<file path="src/lpd_pkg.sv">
// Shared constants for the pseudo-random pulse density modulator.
// Assumes a 32-bit APB register bus with byte addresses, one word per register.
package lpd_pkg;

  // Register byte offsets
  localparam logic [7:0] LPD_OFF_CTRL = 8'h00;
  localparam logic [7:0] LPD_OFF_SEED = 8'h04;
  localparam logic [7:0] LPD_OFF_SEED_COPY = 8'h08;
  localparam logic [7:0] LPD_OFF_POLY = 8'h0C;
  localparam logic [7:0] LPD_OFF_DENS_A = 8'h10;
  localparam logic [7:0] LPD_OFF_DENS_B = 8'h14;

  // Control register field positions
  localparam int unsigned LPD_CTRL_EN_BIT = 0;
  localparam int unsigned LPD_CTRL_MODE_A_BIT = 1;
  localparam int unsigned LPD_CTRL_MODE_B_BIT = 2;

  // Compare mode encodings
  localparam logic LPD_MODE_LE = 1'b0;
  localparam logic LPD_MODE_GE = 1'b1;

  // Reset values, cut to the sequence width where used
  localparam logic LPD_CTRL_EN_RESET = 1'b0;
  localparam logic LPD_MODE_A_RESET = 1'b0;
  localparam logic LPD_MODE_B_RESET = 1'b0;
  localparam logic [31:0] LPD_SEED_RESET = 32'h0000_0001;
  localparam logic [31:0] LPD_POLY_RESET = 32'h0000_00B8;
  localparam logic [31:0] LPD_DENS_RESET = 32'h0000_0000;

  // Sequence width limits and default
  localparam int unsigned LPD_WIDTH_MIN = 2;
  localparam int unsigned LPD_WIDTH_MAX = 32;
  localparam int unsigned LPD_WIDTH_DEFAULT = 8;

  // Density update buffer depth
  localparam int unsigned LPD_FIFO_DEPTH = 16;

endpackage

</file>
<file path="src/lpd_modulator.sv">
// Contract
// RULE_01 - Advance sequence each clock while enabled
// RULE_02 - Software loads a nonzero seed
// RULE_03 - Reset input reloads start value; code reloads only while run_ok, so a clear control enable blocks it
// RULE_04 - Kill forces both density outputs low
// RULE_05 - Serial output shows state LSB
// RULE_06 - Both outputs share one random sequence
// RULE_07 - Compare less-or-equal, alternatively greater-or-equal
// RULE_08 - Width configurable from 2 to 32
// RULE_09 - Run-enable bit gates all generation
// RULE_10 - Two independent compare-mode bits
// RULE_11 - Fixed-compare option drops control register
// RULE_12 - Working seed register, software read/write
// RULE_13 - Shadow seed copied in on reset
// RULE_14 - Software updates shadow with new seed
// RULE_15 - Polynomial register holds feedback taps
// RULE_16 - Two density threshold registers
// RULE_17 - Galois right shift, XOR taps on one
// RULE_18 - Mode zero LE, one GE; registered outputs
//
// Holds the density update FIFO and the modulator top with its APB slave.
// Assumes APB master on core_clk; enable, reset and kill arrive as async pins.
//
// The register offsets and the APB interface to the registers were decided locally.
`timescale 1ns/1ns

module lpd_fifo
  import lpd_pkg::*;
#(
  parameter int unsigned WIDTH = 9,
  parameter int unsigned DEPTH = LPD_FIFO_DEPTH
) (
  // Clock and reset
  input wire logic core_clk,
  input wire logic rst_sync_b,
  // Fill side
  input wire logic in_valid,
  output logic in_ready,
  input wire logic [WIDTH-1:0] in_data,
  // Drain side
  output logic out_valid,
  input wire logic out_ready,
  output logic [WIDTH-1:0] out_data
);

  localparam int unsigned PW = $clog2(DEPTH);

  typedef struct packed {
    logic [PW-1:0] wr_ptr;
    logic [PW-1:0] rd_ptr;
    logic [PW:0] count;
  } lpd_fifo_s;

  lpd_fifo_s st;
  lpd_fifo_s next_st;
  logic [WIDTH-1:0] mem [DEPTH];
  logic push;
  logic pop;

  // Full and empty from the occupancy count
  // One extra count bit tells a full buffer from an empty one
  // without the wasted slot of pointer-only schemes
  assign in_ready = (st.count != (PW+1)'(DEPTH));
  assign out_valid = (st.count != '0);
  assign out_data = mem[st.rd_ptr];
  assign push = in_valid & in_ready;
  assign pop = out_valid & out_ready;

  // Pointer and count update
  always_comb begin
    next_st = st;
    if (push) begin
      next_st.wr_ptr = (st.wr_ptr == PW'(DEPTH - 1)) ? '0 : st.wr_ptr + PW'(1);
    end
    if (pop) begin
      next_st.rd_ptr = (st.rd_ptr == PW'(DEPTH - 1)) ? '0 : st.rd_ptr + PW'(1);
    end
    // Simultaneous push and pop leave the count alone
    case ({push, pop})
      2'h2: next_st.count = st.count + (PW+1)'(1);
      2'h1: next_st.count = st.count - (PW+1)'(1);
      default: next_st.count = st.count;
    endcase
  end

  // State register
  always_ff @(posedge core_clk or negedge rst_sync_b) begin
    if (!rst_sync_b) begin
      st <= '0;
    end else begin
      st <= next_st;
    end
  end

  // Storage, no reset needed
  // Words are only read behind a nonzero count, so stale data never escapes
  always_ff @(posedge core_clk) begin
    if (push) begin
      mem[st.wr_ptr] <= in_data;
    end
  end

endmodule

module lpd_modulator
  import lpd_pkg::*;
#(
  parameter int unsigned SEQ_W = LPD_WIDTH_DEFAULT,
  parameter bit FIXED_COMPARE = 1'b0,
  parameter bit FIXED_MODE_A = 1'b0,
  parameter bit FIXED_MODE_B = 1'b0
) (
  // Clock and reset
  input wire logic core_clk,
  input wire logic rst_b,
  // APB slave
  input wire logic psel,
  input wire logic penable,
  input wire logic pwrite,
  input wire logic [7:0] paddr,
  input wire logic [31:0] pwdata,
  output logic [31:0] prdata,
  output logic pready,
  output logic pslverr,
  // Asynchronous control pins
  input wire logic run_enable_in,
  input wire logic seq_reset_in,
  input wire logic kill_in,
  // Modulated outputs
  output logic density_out_a,
  output logic density_out_b,
  output logic bitstream_out
);

  // Width kept inside the supported range [RULE_08]
  // Out-of-range widths are clamped rather than refused
  localparam int unsigned W = (SEQ_W < LPD_WIDTH_MIN) ? LPD_WIDTH_MIN :
                              (SEQ_W > LPD_WIDTH_MAX) ? LPD_WIDTH_MAX : SEQ_W;
  localparam int unsigned FW = W + 1;
  localparam int unsigned PIN_EN = 0;
  localparam int unsigned PIN_RST = 1;
  localparam int unsigned PIN_KILL = 2;

  typedef struct packed {
    logic [2:0] pin_s1;
    logic [2:0] pin_s2;
    logic ctrl_en;
    logic mode_a;
    logic mode_b;
    logic [W-1:0] seed;
    logic [W-1:0] seed_copy;
    logic [W-1:0] poly;
    logic [W-1:0] thr_a;
    logic [W-1:0] thr_b;
    logic [31:0] rdata;
    logic out_a;
    logic out_b;
  } lpd_state_s;

  localparam lpd_state_s ST_RESET = '{
    pin_s1: 3'h0,
    pin_s2: 3'h0,
    ctrl_en: LPD_CTRL_EN_RESET,
    mode_a: LPD_MODE_A_RESET,
    mode_b: LPD_MODE_B_RESET,
    seed: LPD_SEED_RESET[W-1:0],
    seed_copy: LPD_SEED_RESET[W-1:0],
    poly: LPD_POLY_RESET[W-1:0],
    thr_a: LPD_DENS_RESET[W-1:0],
    thr_b: LPD_DENS_RESET[W-1:0],
    rdata: 32'h0000_0000,
    out_a: 1'b0,
    out_b: 1'b0
  };

  lpd_state_s st;
  lpd_state_s next_st;
  logic [1:0] rst_sync;
  logic rst_sync_b;

  // Decoded bus and pin terms
  logic setup;
  logic access;
  logic dens_hit;
  logic wr_take;
  logic run_ok;
  logic en_s;
  logic seq_rst_s;
  logic kill_s;
  logic running;
  logic mode_a_eff;
  logic mode_b_eff;
  logic [W-1:0] lfsr_step;

  // Density update buffer ports
  logic fifo_in_valid;
  logic fifo_in_ready;
  logic [FW-1:0] fifo_in_data;
  logic fifo_out_valid;
  logic fifo_out_ready;
  logic [FW-1:0] fifo_out_data;

  // Density comparator, mode zero is LE, one is GE [RULE_07] [RULE_18]
  function automatic logic density_cmp(input logic [W-1:0] rnd, input logic [W-1:0] thr,
                                       input logic mode);
    density_cmp = (mode == LPD_MODE_GE) ? (rnd >= thr) : (rnd <= thr);
  endfunction

  // True for every offset the slave answers
  function automatic logic reg_mapped(input logic [7:0] addr);
    reg_mapped = (addr == LPD_OFF_CTRL) || (addr == LPD_OFF_SEED) ||
                 (addr == LPD_OFF_SEED_COPY) || (addr == LPD_OFF_POLY) ||
                 (addr == LPD_OFF_DENS_A) || (addr == LPD_OFF_DENS_B);
  endfunction

  // Zero-extend a sequence-width value onto the bus
  function automatic logic [31:0] widen(input logic [W-1:0] val);
    logic [31:0] r;
    r = 32'h0000_0000;
    r[W-1:0] = val;
    widen = r;
  endfunction

  // Reset release through two flops
  // Assertion is immediate; release waits two edges so that every flop
  // on rst_sync_b leaves reset on the same clock edge
  always_ff @(posedge core_clk or negedge rst_b) begin
    if (!rst_b) begin
      rst_sync <= 2'h0;
    end else begin
      rst_sync <= {rst_sync[0], 1'b1};
    end
  end
  assign rst_sync_b = rst_sync[1];

  // Pin levels after the second sync flop only
  // The first flop may go metastable, so nothing but the second reads it
  // Each pin therefore lags its pad by two clock edges
  assign en_s = st.pin_s2[PIN_EN];
  assign seq_rst_s = st.pin_s2[PIN_RST];
  assign kill_s = st.pin_s2[PIN_KILL];

  // Run gate; control register absent in fixed-compare builds [RULE_09] [RULE_11]
  assign run_ok = FIXED_COMPARE ? 1'b1 : st.ctrl_en;
  assign mode_a_eff = FIXED_COMPARE ? FIXED_MODE_A : st.mode_a; // [RULE_10] [RULE_11]
  assign mode_b_eff = FIXED_COMPARE ? FIXED_MODE_B : st.mode_b; // [RULE_10] [RULE_11]
  assign running = run_ok & en_s & ~seq_rst_s;

  // Galois step: shift right, fold taps in when a one falls out [RULE_17] [RULE_15]
  // An all-zero state locks up, so software must seed nonzero
  assign lfsr_step = (st.seed >> 1) ^ (st.seed[0] ? st.poly : '0);

  // APB phase decode
  assign setup = psel & ~penable;
  assign access = psel & penable;
  assign dens_hit = (paddr == LPD_OFF_DENS_A) || (paddr == LPD_OFF_DENS_B);

  // Density writes queue; a full buffer stretches the access phase
  // Only threshold writes can stall; reads and other writes never wait
  assign fifo_in_valid = access & pwrite & dens_hit;
  assign fifo_in_data = {(paddr == LPD_OFF_DENS_B), pwdata[W-1:0]};
  assign pready = ~fifo_in_valid | fifo_in_ready;
  assign pslverr = access & ~reg_mapped(paddr);
  assign wr_take = access & pwrite & pready & reg_mapped(paddr);
  assign prdata = st.rdata;

  // Thresholds change only at the sequence start point while running
  // A threshold change mid-period would skew that period's density,
  // so updates wait for the seed to pass its start value again
  assign fifo_out_ready = ~running | (st.seed == st.seed_copy);

  lpd_fifo #(
    .WIDTH(FW),
    .DEPTH(LPD_FIFO_DEPTH)
  ) u_dens_fifo (
    .core_clk(core_clk),
    .rst_sync_b(rst_sync_b),
    .in_valid(fifo_in_valid),
    .in_ready(fifo_in_ready),
    .in_data(fifo_in_data),
    .out_valid(fifo_out_valid),
    .out_ready(fifo_out_ready),
    .out_data(fifo_out_data)
  );

  // Next-state logic for the whole block
  always_comb begin
    next_st = st;

    // Pin synchronisers
    next_st.pin_s1 = {kill_in, seq_reset_in, run_enable_in};
    next_st.pin_s2 = st.pin_s1;

    // Sequence: reload on reset input, else step while enabled [RULE_01] [RULE_03] [RULE_13]
    // Reload needs run_ok (control enable set); with it clear the pin is ignored, even with run_enable_in high
    if (run_ok && seq_rst_s) begin
      next_st.seed = st.seed_copy;
    end else if (running) begin
      next_st.seed = lfsr_step;
    end

    // Register writes; a software seed write wins over the step [RULE_12] [RULE_14]
    // A seed write leaves the shadow alone; software writes both
    if (wr_take) begin
      case (paddr)
        LPD_OFF_CTRL: begin
          if (!FIXED_COMPARE) begin
            next_st.ctrl_en = pwdata[LPD_CTRL_EN_BIT]; // [RULE_09]
            next_st.mode_a = pwdata[LPD_CTRL_MODE_A_BIT]; // [RULE_10]
            next_st.mode_b = pwdata[LPD_CTRL_MODE_B_BIT]; // [RULE_10]
          end
        end
        LPD_OFF_SEED: next_st.seed = pwdata[W-1:0]; // [RULE_12]
        LPD_OFF_SEED_COPY: next_st.seed_copy = pwdata[W-1:0]; // [RULE_13]
        LPD_OFF_POLY: next_st.poly = pwdata[W-1:0]; // [RULE_15]
        default: begin
        end
      endcase
    end

    // Drain one queued threshold update [RULE_16]
    // One entry per start point while running, so a burst takes periods
    if (fifo_out_valid && fifo_out_ready) begin
      if (fifo_out_data[W]) begin
        next_st.thr_b = fifo_out_data[W-1:0];
      end else begin
        next_st.thr_a = fifo_out_data[W-1:0];
      end
    end

    // Read data captured in the setup cycle
    // Keeps prdata a flop output and lets reads finish
    // with no wait state
    if (setup && !pwrite) begin
      case (paddr)
        LPD_OFF_CTRL: begin
          next_st.rdata = 32'h0000_0000;
          if (!FIXED_COMPARE) begin
            next_st.rdata[LPD_CTRL_EN_BIT] = st.ctrl_en;
            next_st.rdata[LPD_CTRL_MODE_A_BIT] = st.mode_a;
            next_st.rdata[LPD_CTRL_MODE_B_BIT] = st.mode_b;
          end
        end
        LPD_OFF_SEED: next_st.rdata = widen(st.seed); // [RULE_12]
        LPD_OFF_SEED_COPY: next_st.rdata = widen(st.seed_copy);
        LPD_OFF_POLY: next_st.rdata = widen(st.poly);
        LPD_OFF_DENS_A: next_st.rdata = widen(st.thr_a);
        LPD_OFF_DENS_B: next_st.rdata = widen(st.thr_b);
        default: next_st.rdata = 32'h0000_0000;
      endcase
    end

    // Registered density outputs from the one shared sequence [RULE_06] [RULE_18]
    // Kill and a clear control enable force both outputs low,
    // with no combinational path from the pins to the outputs
    next_st.out_a = run_ok & ~kill_s & density_cmp(st.seed, st.thr_a, mode_a_eff); // [RULE_04]
    next_st.out_b = run_ok & ~kill_s & density_cmp(st.seed, st.thr_b, mode_b_eff); // [RULE_04]
  end

  // State register
  // Block state apart from rst_sync and the density buffer lives in one struct register
  always_ff @(posedge core_clk or negedge rst_sync_b) begin
    if (!rst_sync_b) begin
      st <= ST_RESET;
    end else begin
      st <= next_st;
    end
  end

  // Output drive
  // The serial output follows the seed even while stopped
  assign density_out_a = st.out_a;
  assign density_out_b = st.out_b;
  assign bitstream_out = st.seed[0]; // [RULE_05]

endmodule

</file>
<file path="config.mk">
export PLATFORM = sky130hd
export DESIGN_NAME = lpd_modulator
export DESIGN_NICKNAME = d
export VERILOG_FILES = /design/src/lpd_pkg.sv /design/src/lpd_modulator.sv
export SDC_FILE = /design/constraint.sdc
export NUM_CORES = 1
export LEC_CHECK = 0
export BUFFER_PORTS_ARGS = -buffer_cell sky130_fd_sc_hd__buf_4
export CELL_PAD_IN_SITES_DETAIL_PLACEMENT = 1
export CELL_PAD_IN_SITES_GLOBAL_PLACEMENT = 1
export CORE_ASPECT_RATIO = 1.1
export CORE_MARGIN = 2
export CORE_UTILIZATION = 54
export CTS_CLUSTER_DIAMETER = 100
export DETAILED_ROUTE_END_ITERATION = 8
export PLACE_DENSITY = 0.95
export RECOVER_POWER = 50
export SLEW_MARGIN = 20
export SYNTH_ARGS = -nofsm -noshare
export SYNTH_HDL_FRONTEND = slang
export SYNTH_SLANG_ARGS = --single-unit
</file>
<file path="constraint.sdc">
create_clock -name core_clk -period 7.2 [get_ports core_clk]
set_clock_uncertainty 0.1 [all_clocks]
set_input_delay 2.16 -clock core_clk [delete_from_list [all_inputs] [get_ports core_clk]]
set_output_delay 2.16 -clock core_clk [all_outputs]
set_load 0.005 [all_outputs]
</file>
==> summary.txt <==
DRT Pass-1 Iters: 4
Final ANT Viol Nets: 0
Starting Density: 55.6%
post_cts resized: 0
total design power: 3.88 mW
Most common cell on crit path: buf_4
Top FF cell, synth: edfxtp_1
CTS Root Cell: clkbuf_16
first-pass GRT wire length: 37.9 mm
routed wire length: 24.7 mm
GPL Wtd Cong: 0.844
cell family contributing the most delay on the critical path: simple AND/OR/NAND/NOR gates
Post-synth EDFFs: 144
grt met1 use: 31.4%
Die ar.: 0.0194 sq mm
Vias/cell: 6.12
Row Count: 51
die width: 133 um
ys async rst share: 33.9%
GRT overflow: 0
Setup Buffers After CTS: 0
fin area: 0.0110 sq mm
maximum fanout count along the critical path: 4
IR drop worst, VDD: 252 uV
initial drt markers: 416
RSZ-0062 raised after global routing: false
worst skew pair latency: 530 ps
vias in the first global route: 6277
max_cap viols: 1
Netlist Area Pre-Place: 0.00990 sq mm
Global Route met2 Usage: 47.8%
Pins Over Slew Limit: 73
final setup vio count: 0
CTS buffer count: 24
CTS Hold Bufs: 0
slowest stage cell, crit path: nor4_1
Setup TNS Final: 0 ps
setup slack, reg-to-reg: 2900 ps
crit path capture: pready
Crit path depth: 6
Synth cell types: 46
fin util: 61.6%
Req. time, crit path: 4940 ps
global routing's busiest layer: met2
Fillers: 1636
Setup crit end kind: output port
WP buf/inv: 2
CTS tree: yes
DRC: 0
critical-path cell list: buf_4, nor3_1, nand2_1, nor4_1, nand3_1, buf_4
I/O pin count: 85
Fin. Hold Viols: 0
crit-path max cell delay: 850 ps
Layout area overhead: 10.8%
Worst EP arrival: 4040 ps
r2r worst-path depth: 1
Port Buffers: 36
Final period util: 87.5%
vias: 5711
detailed placer's ending HPWL: 16.2 mm
CTS Buffer Depth: 3
Core Area: 0.0178 sq mm
Crit Path Class: input pin to output port
Slew headroom: -162%
most frequent cells in the layout: edfxtp_1 (144), dfrtp_1 (66), mux2_2 (44), mux4_2 (41), nand2_1 (34)
post-layout minimum cycle time: 6300 ps
syn avg cell area: 15.3 sq um
GR Util met3: 4.32%
GRT Total Usage: 26.2%
post-synthesis sequential area ratio: 62.5%
worst hold slack: 256 ps
flops & latches, synth: 218
Worst R2R Start: rst_sync[1]$_DFF_PN0_
pin count of the biggest net entering global routing: 73
Yosys Warn Count: 0
CTS HTree Levels: 1
failing checks: max-capacitance violations, max-slew violations
WL/cell: 26.4 um
outcome: complete, but fails checks
Die Height: 146 um
CP startpoint: paddr[5]
Reg clk slew, reported paths: 60 ps
Worst Hold Class: flop to flop
PwrDens: 354 mW/mm^2
# clock sinks: 218
Worst-Margin Slew: 3930 ps
leakage: 4.21 nW
share of layout cells above drive strength 1: 23.5%
Final Net Count: 751
critical path launch point type: input pin
Mapped Cells: 645
commonest non-fill, non-tap cell in the layout: edfxtp_1
initial antenna violation count: 2
worst reg2reg endpoint: u_dens_fifo.st[5]$_DFFE_PN0P_
area of placed instances: 0.0102 sq mm
Fmax: 159 MHz
[worst min-delay path by stage]
stage	startpoint	endpoint	slack, ps	depth (start not counted)
final	rst_sync[0]$_DFF_PN0_	rst_sync[1]$_DFF_PN0_	260	0
after global routing	rst_sync[0]$_DFF_PN0_	rst_sync[1]$_DFF_PN0_	270	0
after global placement	rst_sync[0]$_DFF_PN0_	rst_sync[1]$_DFF_PN0_	240	0
after floorplan	next_st[77]$_DFF_PN0_	en_s$_DFF_PN0_	230	0
after detailed placement	next_st[78]$_DFF_PN0_	seq_rst_s$_DFF_PN0_	240	0
after CTS	rst_sync[0]$_DFF_PN0_	rst_sync[1]$_DFF_PN0_	260	0
[cell usage after synthesis, types with 18 or more instances]
library cell / n / area (sq um)
mux4_2: 41 / 923
buf_4: 34 / 255
a21oi_1: 32 / 160
mux2_2: 44 / 495
xor2_1: 18 / 158
nor2_1: 28 / 105
inv_1: 27 / 101
ha_1: 25 / 313
dfrtp_1: 68 / 1700
edfxtp_1: 144 / 4320
o21ai_0: 18 / 90.1
nand2_1: 33 / 124
[cells by family (layout without fill, tap and decap cells)]
| family | after synthesis | in the layout | synth area share [%] |
|---|---|---|---|
| other cells | 2 | 26 | 0.0759 |
| flops | 218 | 218 | 62.5 |
| compound gates | 79 | 79 | 4.73 |
| fa+ha+maj | 26 | 26 | 3.36 |
| xor+xnor | 22 | 22 | 1.95 |
| simple gates | 114 | 114 | 5.65 |
| buf+inv | 84 | 110 | 4.77 |
| mux | 100 | 100 | 17.0 |
[layer usage]
metal	routed length, um	part of all wire (%)
met2	13200	54
met4	798	3.2
met3	1390	5.6
met1	9210	37
met5	13	0.053
[per-stage QoR]
stage / setup slack (ps) / cells
finish: 897 / 933
global placement: 1110 / 889
CTS: 1010 / 932
detailed placement: 1060 / 889
global route: 901 / 933
floorplan: 1880 / 668
[layout make-up]
class / instances / area (sq um) / area share [%]
sequential: 218 / 6190 / 56.4
timing repair buffer: 40 / 259 / 2.36
antenna: 1 / 2.50 / 0.0228
tap: 238 / 298 / 2.71
inverter: 27 / 101 / 0.924
clock inverter: 15 / 171 / 1.56
multi-input combinational: 366 / 3330 / 30.3
clock buffer: 28 / 626 / 5.70
[registers in the layout, indices dropped and copies added (netlist names), 2 cells and up]
name and flops:
st 39, u_dens_fifo.mem 144, u_dens_fifo.st 13, next_st 3
prdata 8, rst_sync 2
[power by group]
group	switching, mW	internal [mW]
clock	0.508	0.734
combinational	0.540	0.541
sequential	0.126	1.43
Note: power is estimated with default switching activity, not from simulation.
